## config.mk

```make
export PLATFORM = sky130hd
export DESIGN_NAME = rbel_loader
export DESIGN_NICKNAME = d
export VERILOG_FILES = /design/src/logic/rbel_pkg.sv /design/src/logic/rbel_loader.sv /design/src/logic/rbel_lane_pack.sv
export VERILOG_INCLUDE_DIRS = /design/src /design/src/logic
export SDC_FILE = /design/constraint.sdc
export NUM_CORES = 1
export LEC_CHECK = 0
export ABC_AREA = 1
export BUFFER_PORTS_ARGS = -buffer_cell sky130_fd_sc_hd__buf_2
export CORE_MARGIN = 4
export CORE_UTILIZATION = 25
export CTS_BUF_LIST = sky130_fd_sc_hd__clkbuf_2
export DETAILED_ROUTE_END_ITERATION = 8
export PLACE_DENSITY = 0.58
export SETUP_SLACK_MARGIN = 0.2
export SLEW_MARGIN = 20
export SYNTH_ARGS = -nofsm -noshare
export SYNTH_HDL_FRONTEND = slang
export SYNTH_SLANG_ARGS = --single-unit
export TNS_END_PERCENT = 1
```

## constraint.sdc

```tcl
create_clock -name clk -period 2.14 [get_ports clk]
set_input_delay 0 -clock clk [delete_from_list [all_inputs] [get_ports clk]]
set_output_delay 0 -clock clk [all_outputs]
set_load 0.01 [all_outputs]
```

## src/logic/rbel_params.svh

```systemverilog
// Constants for the reset, boot and endian loader
`ifndef RBEL_PARAMS_SVH
`define RBEL_PARAMS_SVH

// ----------------------------------------------------------------
// Clock and timing
// ----------------------------------------------------------------
`define RBEL_CLK_MHZ          40
`define RBEL_ROM_STROBE_NS    100
`define RBEL_ROM_STROBE_CYC   ((`RBEL_ROM_STROBE_NS * `RBEL_CLK_MHZ + 999) / 1000)

// ----------------------------------------------------------------
// Boot image
// ----------------------------------------------------------------
`define RBEL_BOOT_BYTES       1024
`define RBEL_WORD_BYTES       4
`define RBEL_DEST_BASE        32'h0000_0000
`define RBEL_CORE_START_ADDR  32'h0000_0000

// ----------------------------------------------------------------
// Strap levels
// ----------------------------------------------------------------
`define RBEL_BIG_LEVEL        1'b0
`define RBEL_CORR_ON_LEVEL    1'b0
`define RBEL_EMU_BOOT_LEVEL   1'b1
`define RBEL_ROM16_LEVEL      1'b1

// ----------------------------------------------------------------
// Register offsets and fields
// ----------------------------------------------------------------
`define RBEL_REG_CTRL         8'h00
`define RBEL_REG_STATUS       8'h04
`define RBEL_REG_COUNT        8'h08
`define RBEL_CTRL_EMU_GO      0
`define RBEL_ST_BIG           0
`define RBEL_ST_CORR          1
`define RBEL_ST_EMU           2
`define RBEL_ST_WIDE          3
`define RBEL_ST_STALL         4
`define RBEL_ST_DONE          5
`define RBEL_ST_STATE_LO      8

`endif

```

## src/logic/rbel_pkg.sv

```systemverilog
// Types for the reset, boot and endian loader
package rbel_pkg;

  // ----------------------------------------------------------------
  // Boot sequencer states
  // ----------------------------------------------------------------
  typedef enum logic [2:0] {
    ST_HOLD     = 3'h0,
    ST_EMU_WAIT = 3'h1,
    ST_COPY_RD  = 3'h2,
    ST_COPY_WR  = 3'h3,
    ST_RUN      = 3'h4
  } rbel_state_type;

endpackage

```

## src/logic/rbel_loader.sv

```systemverilog
// Reset release boot sequencer with endian straps and ROM packing
// Operation
// - Little-endian order unless endian-select strap asks otherwise.
// - Endian-select strap at 0 selects big-endian order.
// - With correction, 16-bit data on both lanes, 8-bit on low lane.
// - Little-endian behaviour unchanged whatever level the correction strap has.
// - External reset low forces internal reset and reset state.
// - Leaving internal reset starts the core per strapped boot mode.
// - Emulation boot stalls core until release, then start at 0.
// - Memory boot copies first 1K bytes of ROM space to 0.
// - Narrow ROM reads are packed into 32-bit words.
// - Copy runs as one single-frame block transfer.
// - After the block completes, core leaves stall and runs from 0.
//
// The strobed register port and the register offsets are this design's own decisions.
`include "rbel_params.svh"
`timescale 1ns/1ps
`default_nettype none

module rbel_loader #(
  parameter int BOOT_BYTES = `RBEL_BOOT_BYTES,
  parameter int RADDR_W    = 8
) (
  // Clock and resets
  input  wire logic                          clk,
  input  wire logic                          rst,
  input  wire logic                          ext_reset_n,
  // Straps
  input  wire logic                          endian_select_strap,
  input  wire logic                          endian_correction_strap,
  input  wire logic                          boot_mode_strap,
  input  wire logic                          rom_width_strap,
  // Emulator
  input  wire logic                          emu_release,
  // Register port
  input  wire logic [RADDR_W-1:0]            reg_addr,
  input  wire logic [31:0]                   reg_wdata,
  input  wire logic                          reg_wr,
  input  wire logic                          reg_rd,
  output logic      [31:0]                   reg_rdata,
  // Boot ROM on the external memory port
  output logic                               rom_cs,
  output logic                               rom_oe,
  output logic      [$clog2(BOOT_BYTES)-1:0] rom_addr,
  output logic                               upper_byte_lane,
  output logic                               lower_byte_lane,
  input  wire logic [15:0]                   external_data_lines,
  // Copy destination write port
  output logic                               mem_wr_valid,
  output logic      [31:0]                   mem_wr_addr,
  output logic      [31:0]                   mem_wr_data,
  input  wire logic                          mem_wr_ready,
  // Core control
  output logic                               core_reset,
  output logic                               core_stall,
  output logic                               core_start,
  output logic      [31:0]                   core_start_addr,
  output logic                               big_endian
);

  // ----------------------------------------------------------------
  // Derived sizes
  // ----------------------------------------------------------------
  localparam int WORDS  = BOOT_BYTES / `RBEL_WORD_BYTES;
  localparam int WW     = $clog2(WORDS);
  localparam int RA     = $clog2(BOOT_BYTES);
  localparam logic [7:0] STROBE_LAST = 8'(`RBEL_ROM_STROBE_CYC - 1);
  localparam logic [WW-1:0] WORD_LAST = WW'(WORDS - 1);

  // Refuse sizes the counters cannot serve
  initial begin
    if (BOOT_BYTES < 8 || (BOOT_BYTES & (BOOT_BYTES - 1)) != 0) begin
      $error("BOOT_BYTES must be a power of two of at least 8");
    end
    if (RADDR_W < 8) begin
      $error("RADDR_W must be at least 8");
    end
  end

  // ----------------------------------------------------------------
  // State
  // ----------------------------------------------------------------
  rbel_pkg::rbel_state_type state_q;
  rbel_pkg::rbel_state_type state_d;
  logic          int_reset;
  logic          big_q;
  logic          corr_on_q;
  logic          emu_q;
  logic          wide_q;
  logic          done_q;
  logic [7:0]    timer_q;
  logic          gap_q;
  logic [1:0]    part_q;
  logic [RA-1:0] rom_addr_q;
  logic [WW-1:0] word_q;
  logic [31:0]   acc_q;
  logic [31:0]   acc_d;
  logic          lane_hi;
  logic          lane_lo;
  logic          sw_emu_go;
  logic          emu_go;
  logic          unit_done;
  logic          word_full;
  logic          wr_fire;
  logic          wr_last;
  logic [31:0]   rdata_d;

  // Internal reset follows the pin and the system reset
  assign int_reset = rst | ~ext_reset_n;

  assign sw_emu_go = reg_wr & (reg_addr == RADDR_W'(`RBEL_REG_CTRL))
                   & reg_wdata[`RBEL_CTRL_EMU_GO];
  assign emu_go    = emu_release | sw_emu_go;
  assign unit_done = (state_q == rbel_pkg::ST_COPY_RD) & ~gap_q
                   & (timer_q == STROBE_LAST);
  assign word_full = part_q == (wide_q ? 2'h1 : 2'h3);
  assign wr_fire   = (state_q == rbel_pkg::ST_COPY_WR) & mem_wr_ready;
  assign wr_last   = wr_fire & (word_q == WORD_LAST);

  // ----------------------------------------------------------------
  // Strap capture
  // ----------------------------------------------------------------
  // Straps sampled on the first cycle out of reset, then frozen
  always_ff @(posedge clk) begin
    if (int_reset) begin
      big_q     <= 1'b0;
      corr_on_q <= 1'b0;
      emu_q     <= 1'b0;
      wide_q    <= 1'b0;
    end else if (state_q == rbel_pkg::ST_HOLD) begin
      big_q     <= endian_select_strap == `RBEL_BIG_LEVEL;
      corr_on_q <= endian_correction_strap == `RBEL_CORR_ON_LEVEL;
      emu_q     <= boot_mode_strap == `RBEL_EMU_BOOT_LEVEL;
      wide_q    <= rom_width_strap == `RBEL_ROM16_LEVEL;
    end
  end

  // ----------------------------------------------------------------
  // Boot sequencer
  // ----------------------------------------------------------------
  // Next state of the sequencer
  always_comb begin
    state_d = state_q;
    unique case (state_q)
      rbel_pkg::ST_HOLD: begin
        state_d = (boot_mode_strap == `RBEL_EMU_BOOT_LEVEL)
                ? rbel_pkg::ST_EMU_WAIT : rbel_pkg::ST_COPY_RD;
      end
      rbel_pkg::ST_EMU_WAIT: begin
        if (emu_go) begin
          state_d = rbel_pkg::ST_RUN;
        end
      end
      rbel_pkg::ST_COPY_RD: begin
        if (unit_done && word_full) begin
          state_d = rbel_pkg::ST_COPY_WR;
        end
      end
      rbel_pkg::ST_COPY_WR: begin
        if (wr_last) begin
          state_d = rbel_pkg::ST_RUN;
        end else if (wr_fire) begin
          state_d = rbel_pkg::ST_COPY_RD;
        end
      end
      rbel_pkg::ST_RUN: begin
        state_d = rbel_pkg::ST_RUN;
      end
      default: begin
        state_d = rbel_pkg::ST_HOLD;
      end
    endcase
  end

  // State register, held in reset by the pin
  always_ff @(posedge clk) begin
    if (int_reset) begin
      state_q <= rbel_pkg::ST_HOLD;
    end else begin
      state_q <= state_d;
    end
  end

  // ----------------------------------------------------------------
  // ROM access timing
  // ----------------------------------------------------------------
  // Strobe counter with one idle cycle between ROM reads
  always_ff @(posedge clk) begin
    if (int_reset) begin
      timer_q <= 8'h00;
      gap_q   <= 1'b0;
    end else if (state_q == rbel_pkg::ST_COPY_RD) begin
      if (gap_q) begin
        gap_q <= 1'b0;
      end else if (unit_done) begin
        timer_q <= 8'h00;
        gap_q   <= 1'b1;
      end else begin
        timer_q <= timer_q + 8'h01;
      end
    end else begin
      timer_q <= 8'h00;
      gap_q   <= 1'b0;
    end
  end

  // ROM byte address and packing position
  always_ff @(posedge clk) begin
    if (int_reset) begin
      rom_addr_q <= '0;
      part_q     <= 2'h0;
    end else if (unit_done) begin
      rom_addr_q <= rom_addr_q + (wide_q ? RA'(2) : RA'(1));
      part_q     <= word_full ? 2'h0 : part_q + 2'h1;
    end
  end

  // ----------------------------------------------------------------
  // Lane mapping and packing
  // ----------------------------------------------------------------
  rbel_lane_pack u_pack (
    .ext_data (external_data_lines),
    .wide     (wide_q),
    .big      (big_q),
    .corr_on  (corr_on_q),
    .part     (part_q),
    .word_in  (acc_q),
    .word_out (acc_d),
    .lane_hi  (lane_hi),
    .lane_lo  (lane_lo)
  );

  // Accumulator takes each unit at the end of its strobe
  always_ff @(posedge clk) begin
    if (int_reset) begin
      acc_q <= 32'h0000_0000;
    end else if (unit_done) begin
      acc_q <= acc_d;
    end
  end

  // ----------------------------------------------------------------
  // Block transfer to the destination
  // ----------------------------------------------------------------
  // Word counter of the single block
  always_ff @(posedge clk) begin
    if (int_reset) begin
      word_q <= '0;
      done_q <= 1'b0;
    end else if (wr_fire) begin
      word_q <= word_q + WW'(1);
      done_q <= done_q | wr_last;
    end
  end

  assign mem_wr_valid = state_q == rbel_pkg::ST_COPY_WR;
  assign mem_wr_addr  = `RBEL_DEST_BASE + {{(30-WW){1'b0}}, word_q, 2'b00};
  assign mem_wr_data  = acc_q;

  // ----------------------------------------------------------------
  // Outputs
  // ----------------------------------------------------------------
  // ROM pins and lane enables
  assign rom_cs          = state_q == rbel_pkg::ST_COPY_RD;
  assign rom_oe          = rom_cs & ~gap_q;
  assign rom_addr        = rom_addr_q;
  assign upper_byte_lane = rom_oe & lane_hi;
  assign lower_byte_lane = rom_oe & lane_lo;
  assign big_endian      = big_q;

  // Core reset, stall and start pulse
  always_ff @(posedge clk) begin
    if (int_reset) begin
      core_reset <= 1'b1;
      core_stall <= 1'b1;
      core_start <= 1'b0;
    end else begin
      core_reset <= 1'b0;
      core_stall <= state_d != rbel_pkg::ST_RUN;
      core_start <= (state_d == rbel_pkg::ST_RUN)
                  & (state_q != rbel_pkg::ST_RUN);
    end
  end

  assign core_start_addr = `RBEL_CORE_START_ADDR;

  // ----------------------------------------------------------------
  // Register port
  // ----------------------------------------------------------------
  // Read mux, unmapped reads return zero
  always_comb begin
    rdata_d = 32'h0000_0000;
    if (reg_addr == RADDR_W'(`RBEL_REG_STATUS)) begin
      rdata_d[`RBEL_ST_BIG]   = big_q;
      rdata_d[`RBEL_ST_CORR]  = corr_on_q;
      rdata_d[`RBEL_ST_EMU]   = emu_q;
      rdata_d[`RBEL_ST_WIDE]  = wide_q;
      rdata_d[`RBEL_ST_STALL] = core_stall;
      rdata_d[`RBEL_ST_DONE]  = done_q;
      rdata_d[`RBEL_ST_STATE_LO +: 3] = state_q;
    end else if (reg_addr == RADDR_W'(`RBEL_REG_COUNT)) begin
      rdata_d[WW:0] = {done_q, word_q}; // Reaches WORDS once done
    end
  end

  // Read data stand only in the cycle after the strobe
  always_ff @(posedge clk) begin
    if (rst) begin
      reg_rdata <= 32'h0000_0000;
    end else if (reg_rd) begin
      reg_rdata <= rdata_d;
    end else begin
      reg_rdata <= 32'h0000_0000;
    end
  end
endmodule

`default_nettype wire

```

## src/logic/rbel_lane_pack.sv

```systemverilog
// Byte-lane selection and word packing for narrow boot ROM reads
`timescale 1ns/1ps
`default_nettype none

module rbel_lane_pack (
  // Raw external data and strap state
  input  wire logic [15:0] ext_data,
  input  wire logic        wide,
  input  wire logic        big,
  input  wire logic        corr_on,
  // Packing position
  input  wire logic [1:0]  part,
  input  wire logic [31:0] word_in,
  // Results
  output logic      [31:0] word_out,
  output logic             lane_hi,
  output logic             lane_lo
);

  logic [7:0] byte_sel;

  // Narrow data lane; without correction big-endian bytes sit high
  always_comb begin
    lane_hi  = wide | (big & ~corr_on);
    lane_lo  = wide | ~big | corr_on;
    byte_sel = (big & ~corr_on) ? ext_data[15:8] : ext_data[7:0];
  end

  // Place the unit into the word in the strapped byte order
  always_comb begin
    word_out = word_in;
    if (wide) begin
      if (big ^ part[0]) begin
        word_out[31:16] = ext_data;
      end else begin
        word_out[15:0] = ext_data;
      end
    end else begin
      unique case (big ? ~part : part)
        2'h0: word_out[7:0]   = byte_sel;
        2'h1: word_out[15:8]  = byte_sel;
        2'h2: word_out[23:16] = byte_sel;
        2'h3: word_out[31:24] = byte_sel;
      endcase
    end
  end

endmodule

`default_nettype wire

```

# Yosys cells after proc, flatten, opt, wreduce, memory -nomap -nowiden
# Cells that the tools add are included.
[classes]
n_addsub = 4
bitwise = 28
n_reduce_logical = 17
n_mux = 24
eq_ne = 17
[op_table]
columns = ["cell", "n"]
rows = [
  ["$mux W8", 6],
  ["$mux W16", 2],
  ["$mux W32", 1],
  ["$add A8 B1 Y8 const B", 2],
  ["$pmux W3 S5", 1],
  ["$mux W3", 4],
  ["$reduce_and A3 Y1", 4],
  ["$add A10 B2 Y10", 1],
  ["$and A1 B1 Y1", 10],
  ["$mux W2", 5],
  ["$not A1 Y1", 10],
  ["$mux W9", 1],
  ["$eq A8 B2 Y1 const B", 1],
  ["$eq A8 B3 Y1 const B", 1],
  ["$eq A8 B4 Y1 const B", 1],
  ["$eq A8 B8 Y1 const B", 1],
  ["$logic_not A8 Y1", 1],
  ["$reduce_bool A2 Y1", 4],
  ["$eq A3 B2 Y1 const B", 2],
  ["$eq A3 B3 Y1 const B", 2],
  ["$mux W6", 1],
  ["$ne A3 B3 Y1 const B", 2],
  ["$or A1 B1 Y1", 6],
  ["$reduce_or A3 Y1", 2],
  ["15 further kinds", 19],
]
[totals]
output_inout_bits = 147
wordCells = 112
inputBits = 67
reg_bits = 104

# Depth between registers and ports, before layout
[logic_depth]
ltp_word = 8
ltp_mapped = 10
ltp_nobuf = 9

# Hierarchy
# A second synthesis with hierarchy kept.
[hier_totals]
hier_cells = 843
hier_area_um2 = 5494.0
[by_module_without_submodules]
columns = ["module", "area_each_um2", "seq_area_each_um2", "cells_each", "n_inst"]
rows = [
  ["rbel_loader", 3970.1, 1661.6, 536, 1],
  ["rbel_lane_pack", 1524.0, 0.0, 307, 1],
]

# Worst setup path after synthesis
# Ideal clock, no wire load.
[synth_path]
path_type = "register to register"
from = "reg wide_q"
to = "reg rom_addr_q[8], in the netlist rom_addr[8]"
stages_incl_launch_ff = 11
t_required_ps = 2008
period_less_slack_ps = 1804
arrival_time_ps = 1672
setup_time_ps = 132
slack_ps = 336
n_path_buf = 1
cell_sequence = "dfxtp_1 -> inv_2 -> buf_2 -> ha_1 -> inv_1 -> fa_1 -> nor2_1 -> nand2_1 -> xnor2_1 -> nand2_1 -> a21oi_1"
[synth_via]
elab_chain_cells = 2
[synth_lines]
columns = ["item", "line_no", "text"]
rows = [
  ["from (decl)", "rbel_loader.sv:89", "logic wide_q;"],
  ["from (signal assigned)", "rbel_loader.sv:134", "wide_q <= rom_width_strap == `RBEL_ROM16_LEVEL;"],
  ["$mux W2", "rbel_loader.sv:213", "rom_addr_q <= rom_addr_q + (wide_q ? RA'(2) : RA'(1));"],
  ["$add A10 B2 Y10", "rbel_loader.sv:213", ""],
  ["to (signal assigned)", "rbel_loader.sv:213", ""],
  ["to (decl)", "rbel_loader.sv:94", "logic [RA-1:0] rom_addr_q;"],
]
# No other way between the ends.
# A chain may end at the register's enable or synchronous reset.

# Worst setup path in the final report
[layout_path]
from = "in reg_addr[2]"
to = "reg core_start"
[layout_via]
elab_chain_cells = 8
[layout_lines]
columns = ["item", "line_no", "text"]
rows = [
  ["from (decl)", "rbel_loader.sv:36", "input wire logic [RADDR_W-1:0] reg_addr,"],
  ["$logic_not A8 Y1", "rbel_loader.sv:111", "assign sw_emu_go = reg_wr & (reg_addr == RADDR_W'(`RBEL_REG_CTRL))"],
  ["$and A1 B1 Y1 (2 in series)", "rbel_loader.sv:111", ""],
  ["$or A1 B1 Y1", "rbel_loader.sv:113", "assign emu_go = emu_release | sw_emu_go;"],
  ["$mux W3", "rbel_loader.sv:150", "if (emu_go) begin"],
  ["$pmux W3 S5", "rbel_loader.sv:144", "unique case (state_q)"],
  ["$eq A3 B3 Y1", "rbel_loader.sv:280", "core_start <= (state_d == rbel_pkg::ST_RUN)"],
  ["$and A1 B1 Y1", "rbel_loader.sv:281", "& (state_q != rbel_pkg::ST_RUN);"],
  ["to (signal assigned)", "rbel_loader.sv:280", ""],
  ["to (decl)", "rbel_loader.sv:56", "output logic core_start,"],
]
# No other way between the ends.

==> results by group <==
Outcome
  • Status: finished clean

Critical path
  • Setup crit end kind: flop
  • End point of the critical path: core_start
  • Worst Setup SP: reg_addr[2]
  • R2r endpoint: corr_on_q
  • Slowest Stage Delay on Critical Path: 0.57 ns
  • Worst path cell trace: dlygate4sd3_1, buf_2, inv_1, nand3_1, dlygate4sd3_1, nor2_2, nand2_1, nand2_1, dlygate4sd3_1, nand2_1, nand3_2, nand2_2, nor2_1
  • Critical path class: in2reg
  • CP required: 2.67 ns
  • R2R setup slack: 0.31 ns
  • Reg-to-reg critical path startpoint: state_q[1]
  • CP max-delay cell: dlygate4sd3_1
  • Arr. time, crit path: 2.43 ns
  • Reg2reg path depth: 6
  • Maximum fanout along the worst path: 3
  • CP startpoint kind: primary input
  • CP top delay family: buffers and inverters
  • Bufs and invs on worst path: 5
  • Stages on worst setup path: 13

STA
  • WHS: 0.0440 ns
  • Total Neg Setup Slack: 0 ns
  • Fin crit period: 1.89 ns
  • Clock Skews: 0.0574 ns
  • Slew margin rel.: 0.644
  • Final worst-path cycle share: 0.884
  • Final setup fails: 0
  • Hold Fails Final Rpt: 0
  • RSZ-0062 raised after global routing: true
  • Slew Limit Fails: 0
  • Achievable Freq: 529 MHz
  • Least-Margin Pin Slew: 0.532 ns

GRT
  • Total GRT Usage: 0.118
  • Vias in the first global route: 3,744
  • First-pass GRT wire length: 18,700 um
  • Initial antenna violation count: 0
  • Gr ovfl total: 0
  • Pin count of the biggest net entering global routing: 36

Clock network
  • CTS tree: done
  • Worst-path clk slew: 0.24 ns
  • CTS buffer count: 9
  • CTS sink cnt: 83
  • CTS H-tree depth: 3
  • CTS Buffer Depth: 2
  • CTS root buf: clkbuf_2
  • Clock latency at the later pin of the worst-skew pair: 0.59 ns

Logic synthesis
  • Main synth FF type: dfxtp_1
  • Post-synth top cells: nand2_1 (113), nor2_1 (101), dfxtp_1 (83), buf_4 (79), inv_1 (67)
  • Cell Area, Synth: 4370 um^2
  • Post-synth ARST share: 0
  • Warning count from the yosys run: 0
  • FF+latch count, synth: 83
  • Synth top area share: 0.380
  • Synth top area cells: dfxtp_1 (38%), buf_4 (14%), nand2_1 (9.7%), nor2_1 (8.7%), inv_1 (5.8%)
  • Post-synthesis sequential area ratio: 0.380
  • Post-synth EDFFs: 0
  • Cell type with the largest total area after synthesis: dfxtp_1
  • Most common cell in the netlist: nand2_1
  • Syn Area/Cell: 7.08 um^2
  • Yosys cell types: 38
  • Cells after Synth: 617

Place
  • Port bufs: 105
  • Final GP Congestion: 0.815
  • Cells after DPL: 938
  • Dpl hpwl: 8800 um

Detailed routing
  • Starting DRT DRC Count: 128
  • Drt first pass iters: 6
  • Post-DRT Antenna Nets: 0
  • Routed via count: 4,025
  • Drt total wl: 11,700 um
  • Detailed-route DRC error count: 0
  • DR WL/cell: 11.8 um
  • Vias per cell: 4.05

Cells and area
  • Share of layout cells above drive strength 1: 0.199
  • Syn-to-layout area delta: 23.6%
  • Fin nets: 836
  • Final std cells w/o fill: 993
  • Ant diodes: 0

Hold path
  • Hold Path Class: in2reg

Power
  • Overall Power: 2.85 mW
  • Worst vdd ir: 0.248 mV
  • LEAKAGE: 2.62 nW
  • Power Dens Cells: 528 nW/um^2

Job
  • Max Cap Viol: 0

Floorplanning
  • Die area: 19,700 um^2
  • Die Wd: 140 um
  • Core area: 17,200 um^2
  • IO Count: 214
  • Die height: 140 um
  • Starting Density: 0.253
  • Rows: 48
-- power breakdown --
group | internal, mW | total, mW | switching (mW)
registers | 1.56 | 1.57 | 0.00780
logic | 0.114 | 0.332 | 0.218
clock network | 0.379 | 0.953 | 0.573
-- cell families after synthesis --
family          after synthesis  share of synthesized area
buf+inv                     161                      0.209
xor+xnor                      8                     0.0178
flops                        83                      0.380
compound gates               89                      0.106
other cells                   1                   0.000859
fa+ha+maj                     5                     0.0160
simple gates                270                      0.270
-- sequential cells by signal, summed over array words and instances, names as in the netlist, 2 cells and up --
register and flops:
mem_wr_data 32, part_q 2, word_q 8, reg_rdata 11, state_q 3, timer_q 8
rom_addr 10
-- stage by stage --
step                worst slack (ns)  utilization  area, um^2
finish                         0.248        0.313        5400
detailed placement             0.365        0.281        4850
global route                   0.140        0.313        5400
floorplan                      0.336            -        4650
global placement               0.404        0.281        4850
CTS                            0.218        0.312        5380
-- how the worst min path moves through the flow --
stage,startpoint,to,slack [ns],cells after the start
floorplan,endian_select_strap,big_endian,0.09,1
global placement,endian_select_strap,big_endian,0.18,2
detailed placement,endian_select_strap,big_endian,0.18,2
CTS,reg_addr[5],reg_rdata[10],0.04,7
global route,reg_addr[7],reg_rdata[10],0.03,7
finish,reg_addr[5],reg_rdata[10],0.04,7
-- layer usage --
layer | vias to the layer above | GRT usage | share of wire
met5 | - | 0 | 0
met4 | 0 | 0.0525 | 0.023
met3 | 17 | 0.0287 | 0.064
met2 | 137 | 0.197 | 0.48
met1 | 1778 | 0.142 | 0.44
li1 | 2093 | - | -
-- cells in the final DEF, fill, tap and decap left out, types with 2 or more instances in the layout --
cell,instances
conb_1,77
nor2_4,5
buf_2,105
nand2_2,6
buf_4,5
dfxtp_1,82
nand4_1,12
clkinvlp_4,3
o21ai_0,41
nor3_1,4
ha_1,4
nor2_2,4
xnor2_1,2
nand2_1,111
a21oi_1,39
inv_1,67
nand3_1,19
xor2_1,5
o22ai_1,4
bufinv_16,2
clkbuf_2,9
inv_2,4
dlygate4sd3_1,39
nand3_2,4
nor2_1,99
-- timing repair --
action,in CTS,in global routing
setup buffers,0,1
hold buffers,39,0
endpoints found under the setup margin,0,23
hold endpoints to repair,66,0
resized for setup,0,5
-- worst register-to-register path, cell delays in order, from the launching register on --
cell           delay [ns]
dfxtp_1              0.40
inv_1                0.08
nand2_1              0.07
nor2_1               0.42
o21ai_0              0.14
a21oi_1              0.13
dlygate4sd3_1        0.55
-- cell type report --
| class | instances | area, um^2 |
|---|---|---|
| flip-flops and latches | 83 | 1660 |
| clock inverters | 6 | 91.3 |
| repair buffers | 149 | 953 |
| multi-input cells | 449 | 2090 |
| inverters | 72 | 273 |
| fillers | 1902 | 11800 |
| well taps | 225 | 282 |
| clock buffers | 9 | 45.0 |
Note: power is estimated with default switching activity, not from simulation.
